--- config.mk ---
export PLATFORM = sky130hd
export DESIGN_NAME = timer_counter_pair
export DESIGN_NICKNAME = d
export VERILOG_FILES = /design/src/verilog/tc_pkg.sv /design/src/verilog/timer_counter_pair.sv
export SDC_FILE = /design/constraint.sdc
export NUM_CORES = 1
export LEC_CHECK = 0
export BUFFER_PORTS_ARGS = -buffer_cell sky130_fd_sc_hd__buf_2
export CORE_ASPECT_RATIO = 1.1
export CORE_MARGIN = 2
export CORE_UTILIZATION = 36
export DETAILED_ROUTE_END_ITERATION = 7
export PLACE_DENSITY = 0.53
export SLEW_MARGIN = 5
export SYNTH_ARGS = -nofsm -noshare
export SYNTH_HDL_FRONTEND = slang
export SYNTH_SLANG_ARGS = --single-unit
--- constraint.sdc ---
create_clock -name mclk -period 2.6 [get_ports mclk]
set_clock_uncertainty 0.15 [all_clocks]
set_input_delay 0 -clock mclk [delete_from_list [all_inputs] [get_ports mclk]]
set_output_delay 0 -clock mclk [all_outputs]
set_load 0.02 [all_outputs]
--- src/verilog/tc_pkg.sv ---
// Shared constants and types for the dual 8-bit timer/counter block.
package tc_pkg;
    localparam logic [7:0] TIMER0_MODE_ADDR = 8'hDA;
    localparam logic [7:0] TIMER0_COUNT_ADDR = 8'hDB;
    localparam logic [7:0] TIMER0_RELOAD_ADDR = 8'hCD;
    localparam logic [7:0] TIMER1_MODE_ADDR = 8'hDC;
    localparam logic [7:0] TIMER1_COUNT_ADDR = 8'hDD;
    localparam logic [7:0] TIMER1_RELOAD_ADDR = 8'hDE;
    localparam logic [7:0] SHARED_MODE_ADDR = 8'hD8;
    localparam logic [7:0] IRQ_CTRL_ADDR = 8'hE0;

    localparam int MODE_PWM_BIT = 0;
    localparam int MODE_TOGGLE_BIT = 1;
    localparam int MODE_RELOAD_BIT = 2;
    localparam int MODE_SOURCE_BIT = 3;
    localparam int MODE_RATE_LSB = 4;
    localparam int MODE_RUN_BIT = 7;
    localparam int SHARED_WAKE_BIT = 1;
    localparam int SHARED_FAST0_BIT = 2;
    localparam int SHARED_FAST1_BIT = 3;
    localparam int IRQ_EN0_BIT = 0;
    localparam int IRQ_EN1_BIT = 1;
    localparam int IRQ_FLAG0_BIT = 4;
    localparam int IRQ_FLAG1_BIT = 5;

    localparam logic [7:0] MODE_RESET = 8'h00;
    localparam logic [7:0] COUNT_RESET = 8'h00;
    localparam logic [7:0] RELOAD_RESET = 8'h00;
    localparam logic [7:0] SHARED_RESET = 8'h00;

    localparam logic [7:0] TOP_FULL = 8'hFF;
    localparam logic [7:0] TOP_64 = 8'h3F;
    localparam logic [7:0] TOP_32 = 8'h1F;
    localparam logic [7:0] TOP_16 = 8'h0F;

    typedef struct packed {
        logic run;
        logic [2:0] rate;
        logic source;
        logic reload;
        logic toggle;
        logic pwm;
    } mode_t;

    typedef struct packed {
        logic [7:0] addr;
        logic [7:0] wdata;
        logic wr;
        logic rd;
    } bus_req_t;
endpackage

--- src/verilog/timer_counter_pair.sv ---
// Two 8-bit up-counting timer/counters with reload, buzzer toggle and PWM outputs.
`timescale 1ns/1ps
module timer_counter_pair #(
    parameter int CPU_DIV = 4
) (
    input wire logic mclk,
    input wire logic arst_n,
    input wire logic [7:0] busAddr,
    input wire logic [7:0] busWdata,
    input wire logic busWr,
    input wire logic busRd,
    output logic [7:0] busRdata,
    input wire logic eventInputZero,
    input wire logic eventInputOne,
    output logic toggleOutputZero,
    output logic toggleOutputZeroOe,
    output logic toggleOutputOne,
    output logic toggleOutputOneOe,
    output logic pwmOutZero,
    output logic pwmOutOne,
    output logic overflowIrqZero,
    output logic overflowIrqOne,
    output logic lowpowerWake,
    output logic eventPinIrqZero,
    output logic eventPinIrqOne
);
    tc_pkg::bus_req_t req;
    tc_pkg::mode_t mode [2];
    logic [7:0] count [2];
    logic [7:0] reload [2];
    logic [7:0] shared;
    logic [1:0] irqEnable;
    logic [1:0] irqFlag;
    logic [1:0] toggleState;
    logic [1:0] pwmLevel;
    logic [1:0] pinMeta;
    logic [1:0] pinSync;
    logic [1:0] pinPrev;
    logic [1:0] tick;
    logic [1:0] overflow;
    logic [1:0] eventEdge;
    logic [7:0] oscDiv;
    logic [7:0] cpuDiv;
    logic [7:0] cpuPre;
    logic cpuTick;
    logic [1:0] rateTick;

    assign req = '{addr: busAddr, wdata: busWdata, wr: busWr, rd: busRd};

    // Boundary of the count: PWM with reload or toggle set shortens the cycle; otherwise the full byte is used.
    function automatic logic [7:0] boundary(input tc_pkg::mode_t m);
        logic [7:0] top;
        top = tc_pkg::TOP_FULL;
        if (m.pwm) begin
            unique case ({m.reload, m.toggle})
                2'b00: top = tc_pkg::TOP_FULL;
                2'b01: top = tc_pkg::TOP_64;
                2'b10: top = tc_pkg::TOP_32;
                2'b11: top = tc_pkg::TOP_16;
            endcase
        end
        return top;
    endfunction

    // Picks the prescaler tap: divide by 2^(7-rate) from the oscillator or 2^(8-rate) from CPU.
    function automatic logic rate_tick(input logic fast, input logic [2:0] rate,
                                       input logic [7:0] oscCnt, input logic [7:0] cpuCnt,
                                       input logic cpuEn);
        logic [7:0] mask;
        logic hit;
        mask = 8'hFF >> rate;
        if (fast) begin
            hit = ((oscCnt & (mask >> 1)) == (mask >> 1));
        end else begin
            hit = cpuEn && ((cpuCnt & mask) == mask);
        end
        return hit;
    endfunction

    // The CPU clock is a fixed fraction of the oscillator clock.
    always_ff @(posedge mclk or negedge arst_n) begin
        if (!arst_n) begin
            cpuPre <= 8'h00;
        end else if (cpuPre == 8'(CPU_DIV - 1)) begin
            cpuPre <= 8'h00;
        end else begin
            cpuPre <= cpuPre + 8'h01;
        end
    end

    assign cpuTick = (cpuPre == 8'(CPU_DIV - 1));

    // Free-running oscillator divider; each rate taps its low bits.
    always_ff @(posedge mclk or negedge arst_n) begin
        if (!arst_n) begin
            oscDiv <= 8'h00;
        end else begin
            oscDiv <= oscDiv + 8'h01;
        end
    end

    // The CPU divider advances once per CPU clock, so both sources share one clock domain.
    always_ff @(posedge mclk or negedge arst_n) begin
        if (!arst_n) begin
            cpuDiv <= 8'h00;
        end else if (cpuTick) begin
            cpuDiv <= cpuDiv + 8'h01;
        end
    end

    // Event pins cross into the clock domain through two flip-flops before anything reads them.
    always_ff @(posedge mclk or negedge arst_n) begin
        if (!arst_n) begin
            pinMeta <= 2'b11;
            pinSync <= 2'b11;
        end else begin
            pinMeta <= {eventInputOne, eventInputZero};
            pinSync <= pinMeta;
        end
    end

    // History starts high like an idle pulled-up pin, so reset release makes no false edge.
    always_ff @(posedge mclk or negedge arst_n) begin
        if (!arst_n) begin
            pinPrev <= 2'b11;
        end else begin
            pinPrev <= pinSync;
        end
    end

    assign eventEdge = pinPrev & ~pinSync;

    // Internal rate tick of each instance, before the source select.
    always_comb begin
        for (int i = 0; i < 2; i++) begin
            rateTick[i] = rate_tick(shared[tc_pkg::SHARED_FAST0_BIT + i], mode[i].rate,
                                    oscDiv, cpuDiv, cpuTick);
        end
    end

    // The event source ignores the fast flag and rate field entirely.
    always_comb begin
        for (int i = 0; i < 2; i++) begin
            if (mode[i].source) begin
                tick[i] = eventEdge[i] & mode[i].run;
            end else begin
                tick[i] = rateTick[i] & mode[i].run;
            end
            overflow[i] = tick[i] && (count[i] == boundary(mode[i]));
        end
    end

    // One write decoder serves every register, so all of them see the same strobe timing.
    function automatic logic write_hit(input tc_pkg::bus_req_t r, input logic [7:0] a);
        return r.wr && (r.addr == a);
    endfunction

    // Per-instance register addresses, so the loops below can index both timers alike.
    function automatic logic [7:0] mode_addr(input int i);
        return (i == 0) ? tc_pkg::TIMER0_MODE_ADDR : tc_pkg::TIMER1_MODE_ADDR;
    endfunction

    function automatic logic [7:0] count_addr(input int i);
        return (i == 0) ? tc_pkg::TIMER0_COUNT_ADDR : tc_pkg::TIMER1_COUNT_ADDR;
    endfunction

    function automatic logic [7:0] reload_addr(input int i);
        return (i == 0) ? tc_pkg::TIMER0_RELOAD_ADDR : tc_pkg::TIMER1_RELOAD_ADDR;
    endfunction

    // Read multiplexer; the reload registers are write-only and read as zero like unmapped space.
    function automatic logic [7:0] read_mux(input logic [7:0] a, input tc_pkg::mode_t m0,
                                            input tc_pkg::mode_t m1, input logic [7:0] c0,
                                            input logic [7:0] c1, input logic [7:0] sh,
                                            input logic [1:0] flg, input logic [1:0] en);
        logic [7:0] d;
        d = 8'h00;
        unique case (a)
            tc_pkg::TIMER0_MODE_ADDR: d = m0;
            tc_pkg::TIMER1_MODE_ADDR: d = m1;
            tc_pkg::TIMER0_COUNT_ADDR: d = c0;
            tc_pkg::TIMER1_COUNT_ADDR: d = c1;
            tc_pkg::SHARED_MODE_ADDR: d = sh;
            tc_pkg::IRQ_CTRL_ADDR: d = {2'b00, flg, 2'b00, en};
            default: d = 8'h00;
        endcase
        return d;
    endfunction

    logic [7:0] next_count [2];
    logic [1:0] next_irqFlag;
    logic [7:0] next_rdata;

    // Mode registers: run, rate, source, reload, toggle and PWM bits of each instance.
    always_ff @(posedge mclk or negedge arst_n) begin
        if (!arst_n) begin
            for (int i = 0; i < 2; i++) begin
                mode[i] <= tc_pkg::MODE_RESET;
            end
        end else begin
            for (int i = 0; i < 2; i++) begin
                if (write_hit(req, mode_addr(i))) begin
                    mode[i] <= req.wdata;
                end
            end
        end
    end

    // Reload values are only written by software and read by the overflow logic and the PWM compare.
    always_ff @(posedge mclk or negedge arst_n) begin
        if (!arst_n) begin
            for (int i = 0; i < 2; i++) begin
                reload[i] <= tc_pkg::RELOAD_RESET;
            end
        end else begin
            for (int i = 0; i < 2; i++) begin
                if (write_hit(req, reload_addr(i))) begin
                    reload[i] <= req.wdata;
                end
            end
        end
    end

    // Next counter value; a software write beats a tick or an overflow in the same cycle.
    always_comb begin
        for (int i = 0; i < 2; i++) begin
            next_count[i] = count[i];
            if (overflow[i] && (mode[i].reload || mode[i].pwm)) begin
                next_count[i] = reload[i];
            end else if (overflow[i]) begin
                next_count[i] = 8'h00;
            end else if (tick[i]) begin
                next_count[i] = count[i] + 8'h01;
            end
            if (write_hit(req, count_addr(i))) begin
                next_count[i] = req.wdata;
            end
        end
    end

    // The counter holds while stopped; only a write or a tick moves it.
    always_ff @(posedge mclk or negedge arst_n) begin
        if (!arst_n) begin
            for (int i = 0; i < 2; i++) begin
                count[i] <= tc_pkg::COUNT_RESET;
            end
        end else begin
            for (int i = 0; i < 2; i++) begin
                count[i] <= next_count[i];
            end
        end
    end

    // Shared mode register: wake enable and the two fast-clock flags.
    always_ff @(posedge mclk or negedge arst_n) begin
        if (!arst_n) begin
            shared <= tc_pkg::SHARED_RESET;
        end else if (write_hit(req, tc_pkg::SHARED_MODE_ADDR)) begin
            shared <= req.wdata;
        end
    end

    // Interrupt enables change only by software.
    always_ff @(posedge mclk or negedge arst_n) begin
        if (!arst_n) begin
            irqEnable <= 2'b00;
        end else if (write_hit(req, tc_pkg::IRQ_CTRL_ADDR)) begin
            irqEnable <= {req.wdata[tc_pkg::IRQ_EN1_BIT], req.wdata[tc_pkg::IRQ_EN0_BIT]};
        end
    end

    // A new overflow wins over a software clear in the same cycle, so no request is lost.
    always_comb begin
        next_irqFlag = irqFlag;
        if (write_hit(req, tc_pkg::IRQ_CTRL_ADDR)) begin
            next_irqFlag = {req.wdata[tc_pkg::IRQ_FLAG1_BIT],
                            req.wdata[tc_pkg::IRQ_FLAG0_BIT]} & irqFlag;
        end
        next_irqFlag = next_irqFlag | overflow;
    end

    always_ff @(posedge mclk or negedge arst_n) begin
        if (!arst_n) begin
            irqFlag <= 2'b00;
        end else begin
            irqFlag <= next_irqFlag;
        end
    end

    // Stopping a timer parks its buzzer level low, so a restart always begins from low.
    always_ff @(posedge mclk or negedge arst_n) begin
        if (!arst_n) begin
            toggleState <= 2'b00;
        end else begin
            for (int i = 0; i < 2; i++) begin
                if (!mode[i].run) begin
                    toggleState[i] <= 1'b0;
                end else if (overflow[i]) begin
                    toggleState[i] <= ~toggleState[i];
                end
            end
        end
    end

    // PWM stays high until the count reaches the reload value, then low up to the boundary.
    always_ff @(posedge mclk or negedge arst_n) begin
        if (!arst_n) begin
            pwmLevel <= 2'b00;
        end else begin
            for (int i = 0; i < 2; i++) begin
                pwmLevel[i] <= mode[i].run && mode[i].pwm && (count[i] < reload[i]);
            end
        end
    end

    // Read data stand for exactly one cycle after the strobe and are zero otherwise.
    always_comb begin
        next_rdata = 8'h00;
        if (req.rd) begin
            next_rdata = read_mux(req.addr, mode[0], mode[1], count[0], count[1], shared,
                                  irqFlag, irqEnable);
        end
    end

    always_ff @(posedge mclk or negedge arst_n) begin
        if (!arst_n) begin
            busRdata <= 8'h00;
        end else begin
            busRdata <= next_rdata;
        end
    end

    // Toggle output owns the pin only while PWM is off; with PWM on the toggle bit only picks the boundary.
    assign toggleOutputZeroOe = mode[0].toggle & ~mode[0].pwm;
    assign toggleOutputOneOe = mode[1].toggle & ~mode[1].pwm;

    // Levels leave straight from flip-flops, so the pins never glitch.
    assign toggleOutputZero = toggleState[0];
    assign toggleOutputOne = toggleState[1];
    assign pwmOutZero = pwmLevel[0];
    assign pwmOutOne = pwmLevel[1];

    // Requests are levels gated by their enables; the flag itself stays visible to software.
    assign overflowIrqZero = irqFlag[0] & irqEnable[0];
    assign overflowIrqOne = irqFlag[1] & irqEnable[1];

    // Wake is a one-cycle pulse per instance-zero overflow; the pin requests vanish in event mode.
    assign lowpowerWake = overflow[0] & shared[tc_pkg::SHARED_WAKE_BIT];
    assign eventPinIrqZero = eventEdge[0] & ~mode[0].source;
    assign eventPinIrqOne = eventEdge[1] & ~mode[1].source;
endmodule

=== After elaboration in Yosys (flattened, before gate mapping) ===
Cells that the tools add are included.
W data, S select, Z words.

* $add $sub $neg: 5
* $mul: 0
* Divide/modulo/power cells: 0
* Eq/ne operators: 23
* Shifts and indexed selects: 2
* Magnitude comparators: 2
* Multiplexer cells: 24
* Bitwise logic cells: 25
* Reductions and logical operators: 24

{| class="wikitable"
|+ Operators with widths
! operator !! number
|-
| $mux W8 || 12
|-
| $eq A8 B8 Y1 const B || 8
|-
| $pmux W8 S4 || 2
|-
| $pmux W8 S6 || 1
|-
| $add A8 B1 Y8 const B || 5
|-
| $eq A8 B8 Y1 || 4
|-
| $logic_and A1 B1 Y1 || 18
|-
| $and A8 B7 Y8 || 2
|-
| $and A8 B8 Y8 || 2
|-
| $eq A8 B7 Y1 || 2
|-
| $lt A8 B8 Y1 || 2
|-
| $shr A8 B3 Y8 const A || 2
|-
| $and A1 B1 Y1 || 11
|-
| $eq A2 B2 Y1 const B || 4
|-
| $eq A8 B2 Y1 const B || 1
|-
| $mux W1 || 8
|-
| $reduce_bool A4 Y1 || 2
|-
| $not A1 Y1 || 6
|-
| $and A2 B2 Y2 || 2
|-
| $eq A2 B1 Y1 const B || 2
|-
| $logic_not A2 Y1 || 2
|-
| $ne A2 B1 Y1 const B || 2
|-
| $logic_or A1 B1 Y1 || 2
|-
| $mux W2 || 1
|-
| other kinds (2) || 2
|}

* Memories kept: 0
* Flip-flop bits (word level): 102
* Logic and storage cells: 134
* RAM bits: 0
* Input port bits: 22
* Bits in read-only memories: 0
* Output and inout port bits: 19
* Latch bits: 0

=== Logic depth before layout (Yosys ltp) ===
Gate-level depths: netlist of the first run.

* Depth in word-level cells: 11
* Depth in mapped cells: 9
* Gate-level depth less buffers: 8

=== Worst setup path before layout of the first run ===
OpenSTA, ideal clock, no wires.

* Path type: reg-to-reg
* Start: register cpuPre[4]
* End: register count[2] (netlist name)
* Library setup time: 0.124 ns
* Clock period less this slack: 2.053 ns
* Data arrival time: 1.779 ns
* Slack: 0.547 ns
* Cell stages (with the launch flop): 9
* Data required time: 2.326 ns
* Buffers on the path: 1
* Cells stage by stage: dfrtp_1 > nor4_2 > and4_1 > o2111ai_1 > a31oi_4 > buf_6 > nand3_1 > a22oi_1 > o21ai_1

* Word-level cells in the longest chain between the ends: 9
* Elaborated cells on any way between the ends: 11
* Those cells by class: 1 x eq/ne; 5 x mux; 1 x bitwise; 4 x reduce/logical

{| class="wikitable"
|+ Ends and longest elaborated chain
! item !! line !! RTL
|-
| start, declared || timer_counter_pair.sv:44 || <nowiki>logic [7:0] cpuPre;</nowiki>
|-
| start signal, assigned || timer_counter_pair.sv:87 || <nowiki>cpuPre <= cpuPre + 8'h01;</nowiki>
|-
| $eq A8 B2 Y1 (*) || timer_counter_pair.sv:91 || <nowiki>assign cpuTick = (cpuPre == 8'(CPU_DIV - 1));</nowiki>
|-
| $logic_and A1 B1 Y1 (*) || timer_counter_pair.sv:75 || <nowiki>hit = cpuEn && ((cpuCnt & mask) == mask);</nowiki>
|-
| $mux W1 (*) || timer_counter_pair.sv:72 || <nowiki>if (fast) begin</nowiki>
|-
| $and A1 B1 Y1 (*) || timer_counter_pair.sv:147 || <nowiki>tick[i] = rateTick[i] & mode[i].run;</nowiki>
|-
| $mux W1 (*) || timer_counter_pair.sv:144 || <nowiki>if (mode[i].source) begin</nowiki>
|-
| $logic_and A1 B1 Y1 || timer_counter_pair.sv:149 || <nowiki>overflow[i] = tick[i] && (count[i] == boundary(mode[i]));</nowiki>
|-
| $mux W8 or $logic_and A1 B1 Y1 (tied branches) || timer_counter_pair.sv:230, timer_counter_pair.sv:228 ||
|-
| $mux W8 || timer_counter_pair.sv:228 || <nowiki>if (overflow[i] && (mode[i].reload || mode[i].pwm)) begin</nowiki>
|-
| $mux W8 || timer_counter_pair.sv:235 || <nowiki>if (write_hit(req, count_addr(i))) begin</nowiki>
|-
| end signal, assigned by index || timer_counter_pair.sv:245 || <nowiki>count[i] <= tc_pkg::COUNT_RESET;</nowiki>
|-
| end signal, assigned by index || timer_counter_pair.sv:249 || <nowiki>count[i] <= next_count[i];</nowiki>
|-
| end, declared || timer_counter_pair.sv:29 || <nowiki>logic [7:0] count [2];</nowiki>
|}

Mark *: on every way between the ends. The rest lies on a longest branch, timed or not.
A chain may end at the register's enable or synchronous reset.

=== Final worst setup path of the first run ===
* Start: register mode[8] (netlist name)
* End: output port lowpowerWake

* Word-level cells in the longest chain between the ends: 4

{| class="wikitable"
|+ Ends and longest elaborated chain
! item !! line !! RTL
|-
| start, declared || timer_counter_pair.sv:28 || <nowiki>tc_pkg::mode_t mode [2];</nowiki>
|-
| start signal, assigned by index || timer_counter_pair.sv:198 || <nowiki>mode[i] <= tc_pkg::MODE_RESET;</nowiki>
|-
| start signal, assigned by index || timer_counter_pair.sv:203 || <nowiki>mode[i] <= req.wdata;</nowiki>
|-
| $mux W8 || timer_counter_pair.sv:54 || <nowiki>if (m.pwm) begin</nowiki>
|-
| $eq A8 B8 Y1 || timer_counter_pair.sv:149 ||
|-
| $logic_and A1 B1 Y1 || timer_counter_pair.sv:149 ||
|-
| $and A1 B1 Y1 || timer_counter_pair.sv:348 || <nowiki>assign lowpowerWake = overflow[0] & shared[tc_pkg::SHARED_WAKE_BIT];</nowiki>
|-
| end, declared || timer_counter_pair.sv:23 || <nowiki>output logic lowpowerWake,</nowiki>
|}

Every way passes these cells.

==> run summary, run 1 <==
count leader, synth - dfrtp_1
top-area cell type share of the netlist area - 43.3%
P&R area growth vs syn - 18.2%
Yosys reg bits - 101
class of the most critical setup path - reg -> out
Max Slew Vio Count - 0
die height - 134 µm
number of flops mapped to enable cells by yosys - 0
fin crit period - 2420 ps
Fmax achieved - 0.414 GHz
vias in the first global route - 4373
Distinct cells, synth - 62
placed insts - 779
Hold Fails Final Rpt - 0
PortBufs - 40
R2R Path End - count[1]$_DFFE_PN0P_
status - complete, no violations
cell taking the most area after synthesis - dfrtp_1
average vias per placed instance - 5.52
Final Cycle Share - 93.0%
Net Count, Synth - 591
synthesized instance count - 550
Clk pin slew, worst setup/hold paths - 70 ps
share of cells above drive strength 1 - 20.6%
RSZ-0062 raised after global routing - false
# setup viols final - 0
initial antenna violation count - 0
TritonCTS buffer count - 9
total gr overflow - 0
crit end category - primary output
PwrDens - 595 nW/µm²
r2r setup slk - 230 ps
clock buffer depth - 2
sequential fraction of the synthesis area - 46.2%
DR WL/cell - 18.3 µm
crit path launch type - flip-flop
slew at the pin closest to its max-slew limit - 1060 ps
All-Layer GR Usage - 19.0%
leakage power - 3.01 nW
Hold Crit Start - busAddr[3]
post-CTS sizing - 0
top cells by area, synth - dfrtp_1 (43%), mux2_2 (6.2%), ha_1 (4.3%)
post-synthesis cell area - 5490 µm²
Max VDD drop - 0.298 mV
drt pass-1 iters - 5
DRT iter0 DRCs - 333
core footprint - 15000 µm²
largest net degree at the start of global routing - 79
DRC viols - 0
first-pass GRT wire length - 23700 µm
Final Non-Filler Cells - 814
DP Wirelength - 10600 µm
r2r startpoint - cpuPre[5]$_DFF_PN0_
post-route setup slack - 182 ps
Hold Path Depth - 4
setup_tns - 0 ps
Starting Density - 36.6%
NumNets Final - 654
Post-Route WL - 14900 µm
CTS root buf - clkbuf_16
worst min-delay path category - in -> reg
via count - 4495
die area - 16300 µm²
CTS sink count - 101
data arrival time of the critical path - 2270 ps
Crit path required time - 2450 ps
YS warnings - 0
Row Count - 47
Post-synth top cells - dfrtp_1 (95), nand2_1 (61), o21ai_0 (36)
max-cap violation count - 0
final hold slack - 16.0 ps
Main synth FF type - dfrtp_1
routability cong. - 0.845
Die W - 122 µm
CTS tree - done
H-tree Lvls - 3
I/O pins - 41
relative slew slack - 29.4%
dpl ws - 167 ps
worst-skew pair later-pin latency - 360 ps
# diodes - 0
hold endpoint - reload[8]$_DFFE_PN0P_
CP max FO - 10
Post-synth ARST share - 100%
reg2reg path depth - 7
synthesized area per cell - 9.98 µm²
antenna-violating nets left - 0
==> through the flow <==
stage	cell area (µm²)	util (%)	power, mW
final	6490	43.3	3.87
after global routing	6490	43.3	4.04
after CTS	6480	43.2	3.89
after detailed placement	5960	39.7	2.29
after global placement	5960	39.7	2.28
after floorplan	5490	-	2.08
==> cell usage in the layout (no fill, tap or decap), types with 12 or more instances in the layout <==
cell	n
mux2_2	30
buf_4	14
mux2i_1	15
xnor2_1	17
inv_1	21
nor2_1	31
o21ai_0	36
nand3_1	21
nand2_1	61
and3_1	12
a21oi_1	21
buf_2	39
ha_1	19
dlygate4sd3_1	17
dfrtp_1	95
==> flip-flops by register name, summed over array words and instances (netlist names) <==
signal and count:
cpuDiv 8, irqEnable 2, cpuPre 8, reload 16, busRdata 8, oscDiv 7, shared 8, pwmLevel 2
pinSync 2, irqFlag 2, pinMeta 2, pinPrev 2, toggleState 2, mode 16, count 16
==> critical path: stages (launching register included) <==
cell and delay, ps:
dfrtp_1 480, nor4bb_1 320, o21ai_0 160, a211oi_1 370, buf_4 240, and3_1 180, buf_2 160
==> area by class of cell <==
cell class	instances	area, µm²
clock buffer	10	229
clock inverter	6	119
fill	1481	8500
inverter	21	78.8
multi-input combinational	409	2800
sequential	101	2530
tap	196	245
timing repair buffer	71	490
==> per-layer routing <==
metal	vias up	wire length (µm)	share of wire (%)	track usage, %
met4	0	342	2.3	7.60
met3	23	738	5.0	2.87
met1	2223	6760	45	26.5
li1	2111	-	-	-
met2	138	7030	47	29.8
met5	-	0	0	0
==> worst max-delay path by stage <==
stage / start / end / depth (start not counted)
final: mode[8]$_DFFE_PN0P_ / lowpowerWake / 6
after detailed placement: mode[13]$_DFFE_PN0P_ / count[9]$_DFFE_PN0P_ / 7
after global routing: cpuPre[5]$_DFF_PN0_ / count[5]$_DFFE_PN0P_ / 8
after floorplan: cpuPre[4]$_DFF_PN0_ / count[2]$_DFFE_PN0P_ / 8
after global placement: cpuPre[4]$_DFF_PN0_ / count[9]$_DFFE_PN0P_ / 7
after CTS: mode[13]$_DFFE_PN0P_ / count[9]$_DFFE_PN0P_ / 7
==> kinds of logic after synthesis <==
| kind of cell | after synthesis | share of synthesized area [%] |
|---|---|---|
| buffers and inverters | 40 | 3.05 |
| DFF | 101 | 46.2 |
| and+or+nand+nor | 191 | 17.7 |
| muxes | 45 | 8.89 |
| adders and majority gates | 20 | 4.51 |
| AOI/OAI and AO/OA | 127 | 15.5 |
| xor gates and xnor gates | 26 | 4.15 |
==> where the power goes <==
part	internal, mW	total, mW	switching, mW
Clock	0.953	1.58	0.624
Combinational	0.223	0.479	0.256
Sequential	1.66	1.81	0.147
==> what timing repair did <==
item,4_1_cts,5_1_grt
hold buffers,17,0
setup endpoints to repair,0,3
buffers inserted,0,2
endpoints found under the hold margin,141,0
(Power assumes the default switching activity.)
==> inputs of run 2 (changes only) <==
CORE_ASPECT_RATIO = 1.25   (was 1.1)
==> run 2 against run 1 <==
Wire length shrank 1.3%; setup slack lost 130 ps; power shrank 3.7%; maximum frequency shrank 5.3%; critical path type unchanged; largest cell class unchanged.
==> run summary, run 2 (same netlist as run 1, synthesis figures left out) <==
Starting Density - 36.7% (was 36.6%)
# setup viols final - 0 (unchanged)
PortBufs - 40 (unchanged)
Max Slew Vio Count - 0 (unchanged)
core footprint - 15000 µm² (about the same)
via count - 4379 (was 4495)
relative slew slack - 58.3% (was 29.4%)
slew at the pin closest to its max-slew limit - 623 ps (was 1060 ps)
CTS sink count - 101 (unchanged)
initial antenna violation count - 0 (unchanged)
Logic pwr share - 13.0% (was 12.4%)
Hold Fails Final Rpt - 0 (unchanged)
Clk pwr share - 38.5% (was 40.8%)
worst-skew pair later-pin latency - 360 ps (about the same)
DP Wirelength - 10500 µm (was 10600 µm)
drt pass-1 iters - 5 (unchanged)
NumNets Final - 652 (was 654)
r2r setup slk - 90 ps (was 230 ps)
class of the most critical setup path - reg -> out (unchanged)
most common cell after layout, fill and taps aside - dfrtp_1 (unchanged)
WP buf/inv - 1 (was 2)
P_sw - 1.02 mW (was 1.03 mW)
first-pass GRT wire length - 23700 µm (about the same)
data arrival time of the critical path - 2400 ps (was 2270 ps)
vias in the first global route - 4432 (was 4373)
CP max FO - 15 (was 10)
P&R area growth vs syn - 17.2% (was 18.2%)
All-Layer GR Usage - 18.9% (was 19.0%)
crit path launch type - flip-flop (unchanged)
dpl ws - 135 ps (was 167 ps)
Row Count - 50 (was 47)
CP Capture Point - lowpowerWake (unchanged)
DRC viols - 0 (unchanged)
reg2reg path depth - 7 (unchanged)
Die W - 114 µm (was 122 µm)
R2R Path End - count[9]$_DFFE_PN0P_ (was count[1]$_DFFE_PN0P_)
antenna-violating nets left - 0 (unchanged)
Clk pin slew, worst setup/hold paths - 70 ps (about the same)
Critical Path Stages - 6 (unchanged)
commonest cells after routing, fill and taps aside - dfrtp_1 (95), nand2_1 (61), buf_2 (39) (unchanged)
Critical path origin - mode[14]$_DFFE_PN0P_ (was mode[8]$_DFFE_PN0P_)
largest net degree at the start of global routing - 59 (was 79)
met1 Use GR - 24.1% (was 26.5%)
critical path cell sequence - o21a_1, o22ai_1, o41ai_1, a32o_4, and3_1, buf_2 (was nor4bb_1, o21ai_0, a211oi_1, buf_4, and3_1, buf_2)
CTS root buf - clkbuf_16 (unchanged)
# diodes - 0 (unchanged)
DR WL/cell - 18.4 µm (was 18.3 µm)
CTS tree - done (unchanged)
leakage power - 2.98 nW (was 3.01 nW)
Top delay family on crit path - compound AO/OA/AOI/OAI gates (unchanged)
die height - 142 µm (was 134 µm)
Fmax achieved - 0.392 GHz (was 0.414 GHz)
Max stage delay on crit path - 550 ps (was 480 ps)
total gr overflow - 0 (unchanged)
met3 Use GR - 2.81% (was 2.87%)
post-route setup slack - 47.6 ps (was 182 ps)
max-cap violation count - 0 (unchanged)
Sw Ratio - 27.5% (was 26.5%)
PwrDens - 578 nW/µm² (was 595 nW/µm²)
H-tree Lvls - 3 (unchanged)
clock buffer depth - 2 (unchanged)
status - complete, no violations (unchanged)
routability cong. - 0.834 (was 0.845)
Flop pwr share - 48.5% (was 46.8%)
filler cell count in the final layout - 1481 (unchanged)
r2r startpoint - mode[14]$_DFFE_PN0P_ (was cpuPre[5]$_DFF_PN0_)
Largest regs - count x16, mode x16, reload x16 (unchanged)
share of cells above drive strength 1 - 20.8% (was 20.6%)
die area - 16300 µm² (about the same)
Post-Route WL - 14700 µm (was 14900 µm)
average vias per placed instance - 5.49 (was 5.52)
Hold Path Depth - 3 (was 4)
number of post-CTS setup repair buffers - 0 (unchanged)
routing usage on met2 - 32.1% (was 29.8%)
Crit path required time - 2450 ps (about the same)
setup_tns - 0 ps (unchanged)
crit end category - primary output (unchanged)
CP max stage cell - dfrtp_1 (unchanged)
worst min-delay path category - in -> reg (unchanged)
fin crit period - 2550 ps (was 2420 ps)
I/O pins - 41 (unchanged)
DRT iter0 DRCs - 332 (was 333)
Max VDD drop - 0.325 mV (was 0.298 mV)
Most Crowded Layer GR - met2 (unchanged)
RSZ-0062 raised after global routing - false (unchanged)
TritonCTS buffer count - 9 (unchanged)
internal power - 2.70 mW (was 2.84 mW)
final core occ - 43.0% (was 43.3%)
Final Cycle Share - 98.2% (was 93.0%)
==> run 2: changes by cell type in the layout (fill, tap and decap cells not counted), sizes merged <==
cell / delta
bufinv: -2
dlygate4sd3: -2
clkbuf: +1
inv: +1
==> run 2: layer usage <==
metal | wire, µm | part of all wire, % | vias up
li1 | - | - | 2108
met1 | 6490 | 44 | 2164
met2 | 7340 | 50 | 88
met3 | 511 | 3.5 | 19
met4 | 330 | 2.2 | 0
met5 | 0 | 0 | -
==> run 2: worst reg2reg max path: cells and delay by family (launching register included) <==
family | cells | cell delay (ps)
AOI/OAI and AO/OA | 5 | 1200
muxes | 1 | 210
DFF | 1 | 550
and+or+nand+nor | 1 | 280
==> run 2: through the flow <==
stage	hold slack (ps)	std cells	total power, mW	instance area, µm²
final	20.6	798	3.72	6430
after global routing	68.3	798	3.90	6430
after CTS	6.34	798	3.77	6420
after detailed placement	-100	767	2.30	5960
after global placement	-104	767	2.28	5960
after floorplan	-446	550	2.08	5490
==> run 2: layout make-up <==
class	instances	area [µm²]	area share, %
clock inverter	5	65.1	1.01
timing repair buffer	69	470	7.31
sequential	101	2530	39.4
tap	182	228	3.54
clock buffer	11	253	3.93
multi-input combinational	409	2810	43.6
inverter	21	78.8	1.22
==> run 2: worst min-delay path by stage <==
stage,end,startpoint
final,count[11]$_DFFE_PN0P_,busAddr[0]
after CTS,count[8]$_DFFE_PN0P_,busAddr[0]
after global placement,busRdata[5]$_DFF_PN0_,arst_n
after detailed placement,busRdata[4]$_DFF_PN0_,arst_n
after floorplan,busRdata[0]$_DFF_PN0_,arst_n
after global routing,count[11]$_DFFE_PN0P_,busAddr[0]
==> run 2: what timing repair did <==
action / CTS / global route
hold endpoints to repair: 112 / 0
hold buffers: 15 / 0
gates resized for setup: 0 / 1
setup endpoints to repair: 0 / 2
==> run 2: power by group through the flow <==
stage,sequential [mW],combinational (mW),clock (mW)
detailed placement,1.83,0.463,0
finish,1.80,0.484,1.43
CTS,1.80,0.487,1.48
global route,1.82,0.543,1.54
floorplan,1.77,0.312,0
global placement,1.83,0.454,0
==> inputs of run 3 (changes only) <==
BUFFER_PORTS_ARGS = default   (was -buffer_cell sky130_fd_sc_hd__buf_2)
DONT_BUFFER_PORTS = 1   (was default)
PLACE_DENSITY = 0.51   (was 0.53)
RECOVER_POWER = 100   (was default)
==> run 3 against run 2 <==
The flow now finishes with violations (hold timing); critical path type is now in -> reg; largest cell class unchanged; setup slack better by 130 ps; utilization is 0.86 points lower; highest routed layer is now met5; die area stayed put; global-route usage rose by 0.58 points.
==> run summary, run 3 (same netlist as run 1, synthesis figures left out) <==
status - complete, but fails checks (was complete, no violations)
failing checks - hold timing
worst min-delay path category - in -> reg (unchanged)
DRC viols - 0 (unchanged)
crit path launch type - input pin (was flip-flop)
core footprint - 15000 µm² (unchanged)
average vias per placed instance - 5.64 (was 5.49)
Starting Density - 36.7% (unchanged)
routability cong. - 0.832 (was 0.834)
leakage power - 2.82 nW (was 2.98 nW)
Largest regs - count x16, mode x16, reload x16 (unchanged)
largest net degree at the start of global routing - 102 (was 59)
filler cell count in the final layout - 1442 (was 1481)
Die W - 114 µm (unchanged)
clock buffer depth - 2 (unchanged)
NumNets Final - 625 (was 652)
fin crit period - 2420 ps (was 2550 ps)
worst-skew pair later-pin latency - 360 ps (about the same)
setup_tns - 0 ps (unchanged)
Top delay family on crit path - buffers and inverters (was compound AO/OA/AOI/OAI gates)
PortBufs - 0 (was 40)
commonest cells after routing, fill and taps aside - dfrtp_1 (95), nand2_1 (61), o21ai_0 (40) (was dfrtp_1 (95), nand2_1 (61), buf_2 (39))
CTS tree - done (unchanged)
die area - 16300 µm² (unchanged)
PwrDens - 578 nW/µm² (about the same)
TritonCTS buffer count - 9 (unchanged)
die height - 142 µm (unchanged)
Critical Path Stages - 8 (was 6)
Crit path required time - 2750 ps (was 2450 ps)
relative slew slack - 6.14% (was 58.3%)
reg2reg path depth - 7 (unchanged)
critical path cell sequence - dlygate4sd3_1, nand2_1, nor4_1, buf_4, nand2_1, dlygate4sd3_1, o21ai_0, dlygate4sd3_1 (was o21a_1, o22ai_1, o41ai_1, a32o_4, and3_1, buf_2)
slew at the pin closest to its max-slew limit - 1410 ps (was 623 ps)
Multi-input gate area - 2780 µm² (was 2810 µm²)
DR WL/cell - 19.6 µm (was 18.4 µm)
CP max FO - 7 (was 15)
Max stage delay on crit path - 730 ps (was 550 ps)
CTS root buf - clkbuf_16 (unchanged)
Clk pin slew, worst setup/hold paths - 80 ps (was 70 ps)
data arrival time of the critical path - 2570 ps (was 2400 ps)
Hold Fails Final Rpt - 1 (was 0)
via count - 4346 (was 4379)
DP Wirelength - 10300 µm (was 10500 µm)
H-tree Lvls - 3 (unchanged)
# setup viols final - 0 (unchanged)
WP buf/inv - 4 (was 1)
DRT iter0 DRCs - 267 (was 332)
antenna-violating nets left - 0 (unchanged)
initial antenna violation count - 1 (was 0)
most common cell after layout, fill and taps aside - dfrtp_1 (unchanged)
RSZ-0062 raised after global routing - false (unchanged)
final core occ - 42.2% (was 43.0%)
Row Count - 50 (unchanged)
vias in the first global route - 4389 (was 4432)
Fmax achieved - 0.413 GHz (was 0.392 GHz)
final hold slack - -10.9 ps (was 20.6 ps)
number of post-CTS setup repair buffers - 0 (unchanged)
Final Non-Filler Cells - 771 (was 798)
Hold Path Depth - 4 (was 3)
area occupied by registers - 2530 µm² (unchanged)
max-cap violation count - 0 (unchanged)
Max VDD drop - 0.262 mV (was 0.325 mV)
total gr overflow - 0 (unchanged)
CTS sink count - 101 (unchanged)
All-Layer GR Usage - 19.5% (was 18.9%)
Post-Route WL - 15100 µm (was 14700 µm)
# diodes - 0 (unchanged)
first-pass GRT wire length - 24400 µm (was 23700 µm)
CP max stage cell - dlygate4sd3_1 (was dfrtp_1)
crit end category - flip-flop (was primary output)
class of the most critical setup path - in -> reg (was reg -> out)
critical path's most frequent cell - dlygate4sd3_1
placed insts - 724 (was 767)
share of cells above drive strength 1 - 13.6% (was 20.8%)
P&R area growth vs syn - 14.8% (was 17.2%)
drt pass-1 iters - 5 (unchanged)
Max Slew Vio Count - 0 (unchanged)
Final Cycle Share - 93.2% (was 98.2%)
I/O pins - 41 (unchanged)
==> run 3: changes by cell type in the layout (fill, tap and decap cells not counted), moves of 3 or more <==
cell           delta
and2_0            +3
and2_1            -3
buf_2            -39
buf_4             -4
dlygate4sd3_1    +13
o21ai_0           +4
o21ai_1           -4
==> run 3: power breakdown <==
part | internal (mW) | switching, mW | leakage (nW)
Sequential | 1.66 | 0.140 | 1.25
Clock | 0.705 | 0.671 | 0.150
Combinational | 0.218 | 0.250 | 1.42
Total | 2.59 | 1.06 | 2.82
==> run 3: metal layers <==
| layer | wire length [µm] | vias up | share of wire [%] | global-route usage, % |
|---|---|---|---|---|
| li1 | - | 2054 | - | - |
| met1 | 6680 | 2148 | 44 | 26.3 |
| met2 | 7290 | 121 | 48 | 31.3 |
| met3 | 835 | 21 | 5.5 | 3.88 |
| met4 | 277 | 2 | 1.8 | 6.68 |
| met5 | 13 | - | 0.086 | 0 |
==> run 3: path summary, 6_finish.rpt <==
path	from	to	slack (ps)
min	busAddr[0]	busRdata[0]$_DFF_PN0_	-10
max reg2reg	cpuPre[4]$_DFF_PN0_	count[1]$_DFFE_PN0P_	190
max in group asynchronous	arst_n	count[13]$_DFFE_PN0P_	990
min reg2reg	pinMeta[1]$_DFF_PN1_	pinSync[1]$_DFF_PN1_	210
max	busWr	reload[10]$_DFFE_PN0P_	180
min in group asynchronous	arst_n	cpuDiv[7]$_DFFE_PN0N_	400
==> run 3: cell type report <==
| cell class | count | area share, % |
|---|---|---|
| Timing Repair Buffer | 42 | 6.07 |
| Tap cell | 182 | 3.61 |
| Inverter | 21 | 1.25 |
| Clock buffer | 10 | 3.79 |
| Multi-Input combinational cell | 409 | 44.0 |
| Sequential cell | 101 | 40.2 |
| Clock inverter | 6 | 1.03 |
==> run 3: timing repair <==
| action | in CTS | in global routing |
|---|---|---|
| gates resized for setup | 0 | 2 |
| endpoints found under the setup margin | 0 | 5 |
| hold buffers | 31 | 0 |
| endpoints found under the hold margin | 171 | 0 |
==> run 3: tightest hold or removal path, cell delays in order <==
cell,delay (ps)
mux2i_1,50
o22ai_1,220
a221oi_1,80
nor2b_1,100
==> run 3: per-stage QoR <==
step | instance area (µm²) | hold slack (ps) | power, mW | worst slack, ps
final | 6310 | -10.9 | 3.65 | 178
after detailed placement | 5720 | -441 | 2.21 | 179
after global placement | 5720 | -441 | 2.19 | 253
after global routing | 6310 | 15.1 | 3.82 | 22.0
after floorplan | 5490 | -446 | 2.08 | 547
after CTS | 6350 | 0.976 | 3.69 | 122
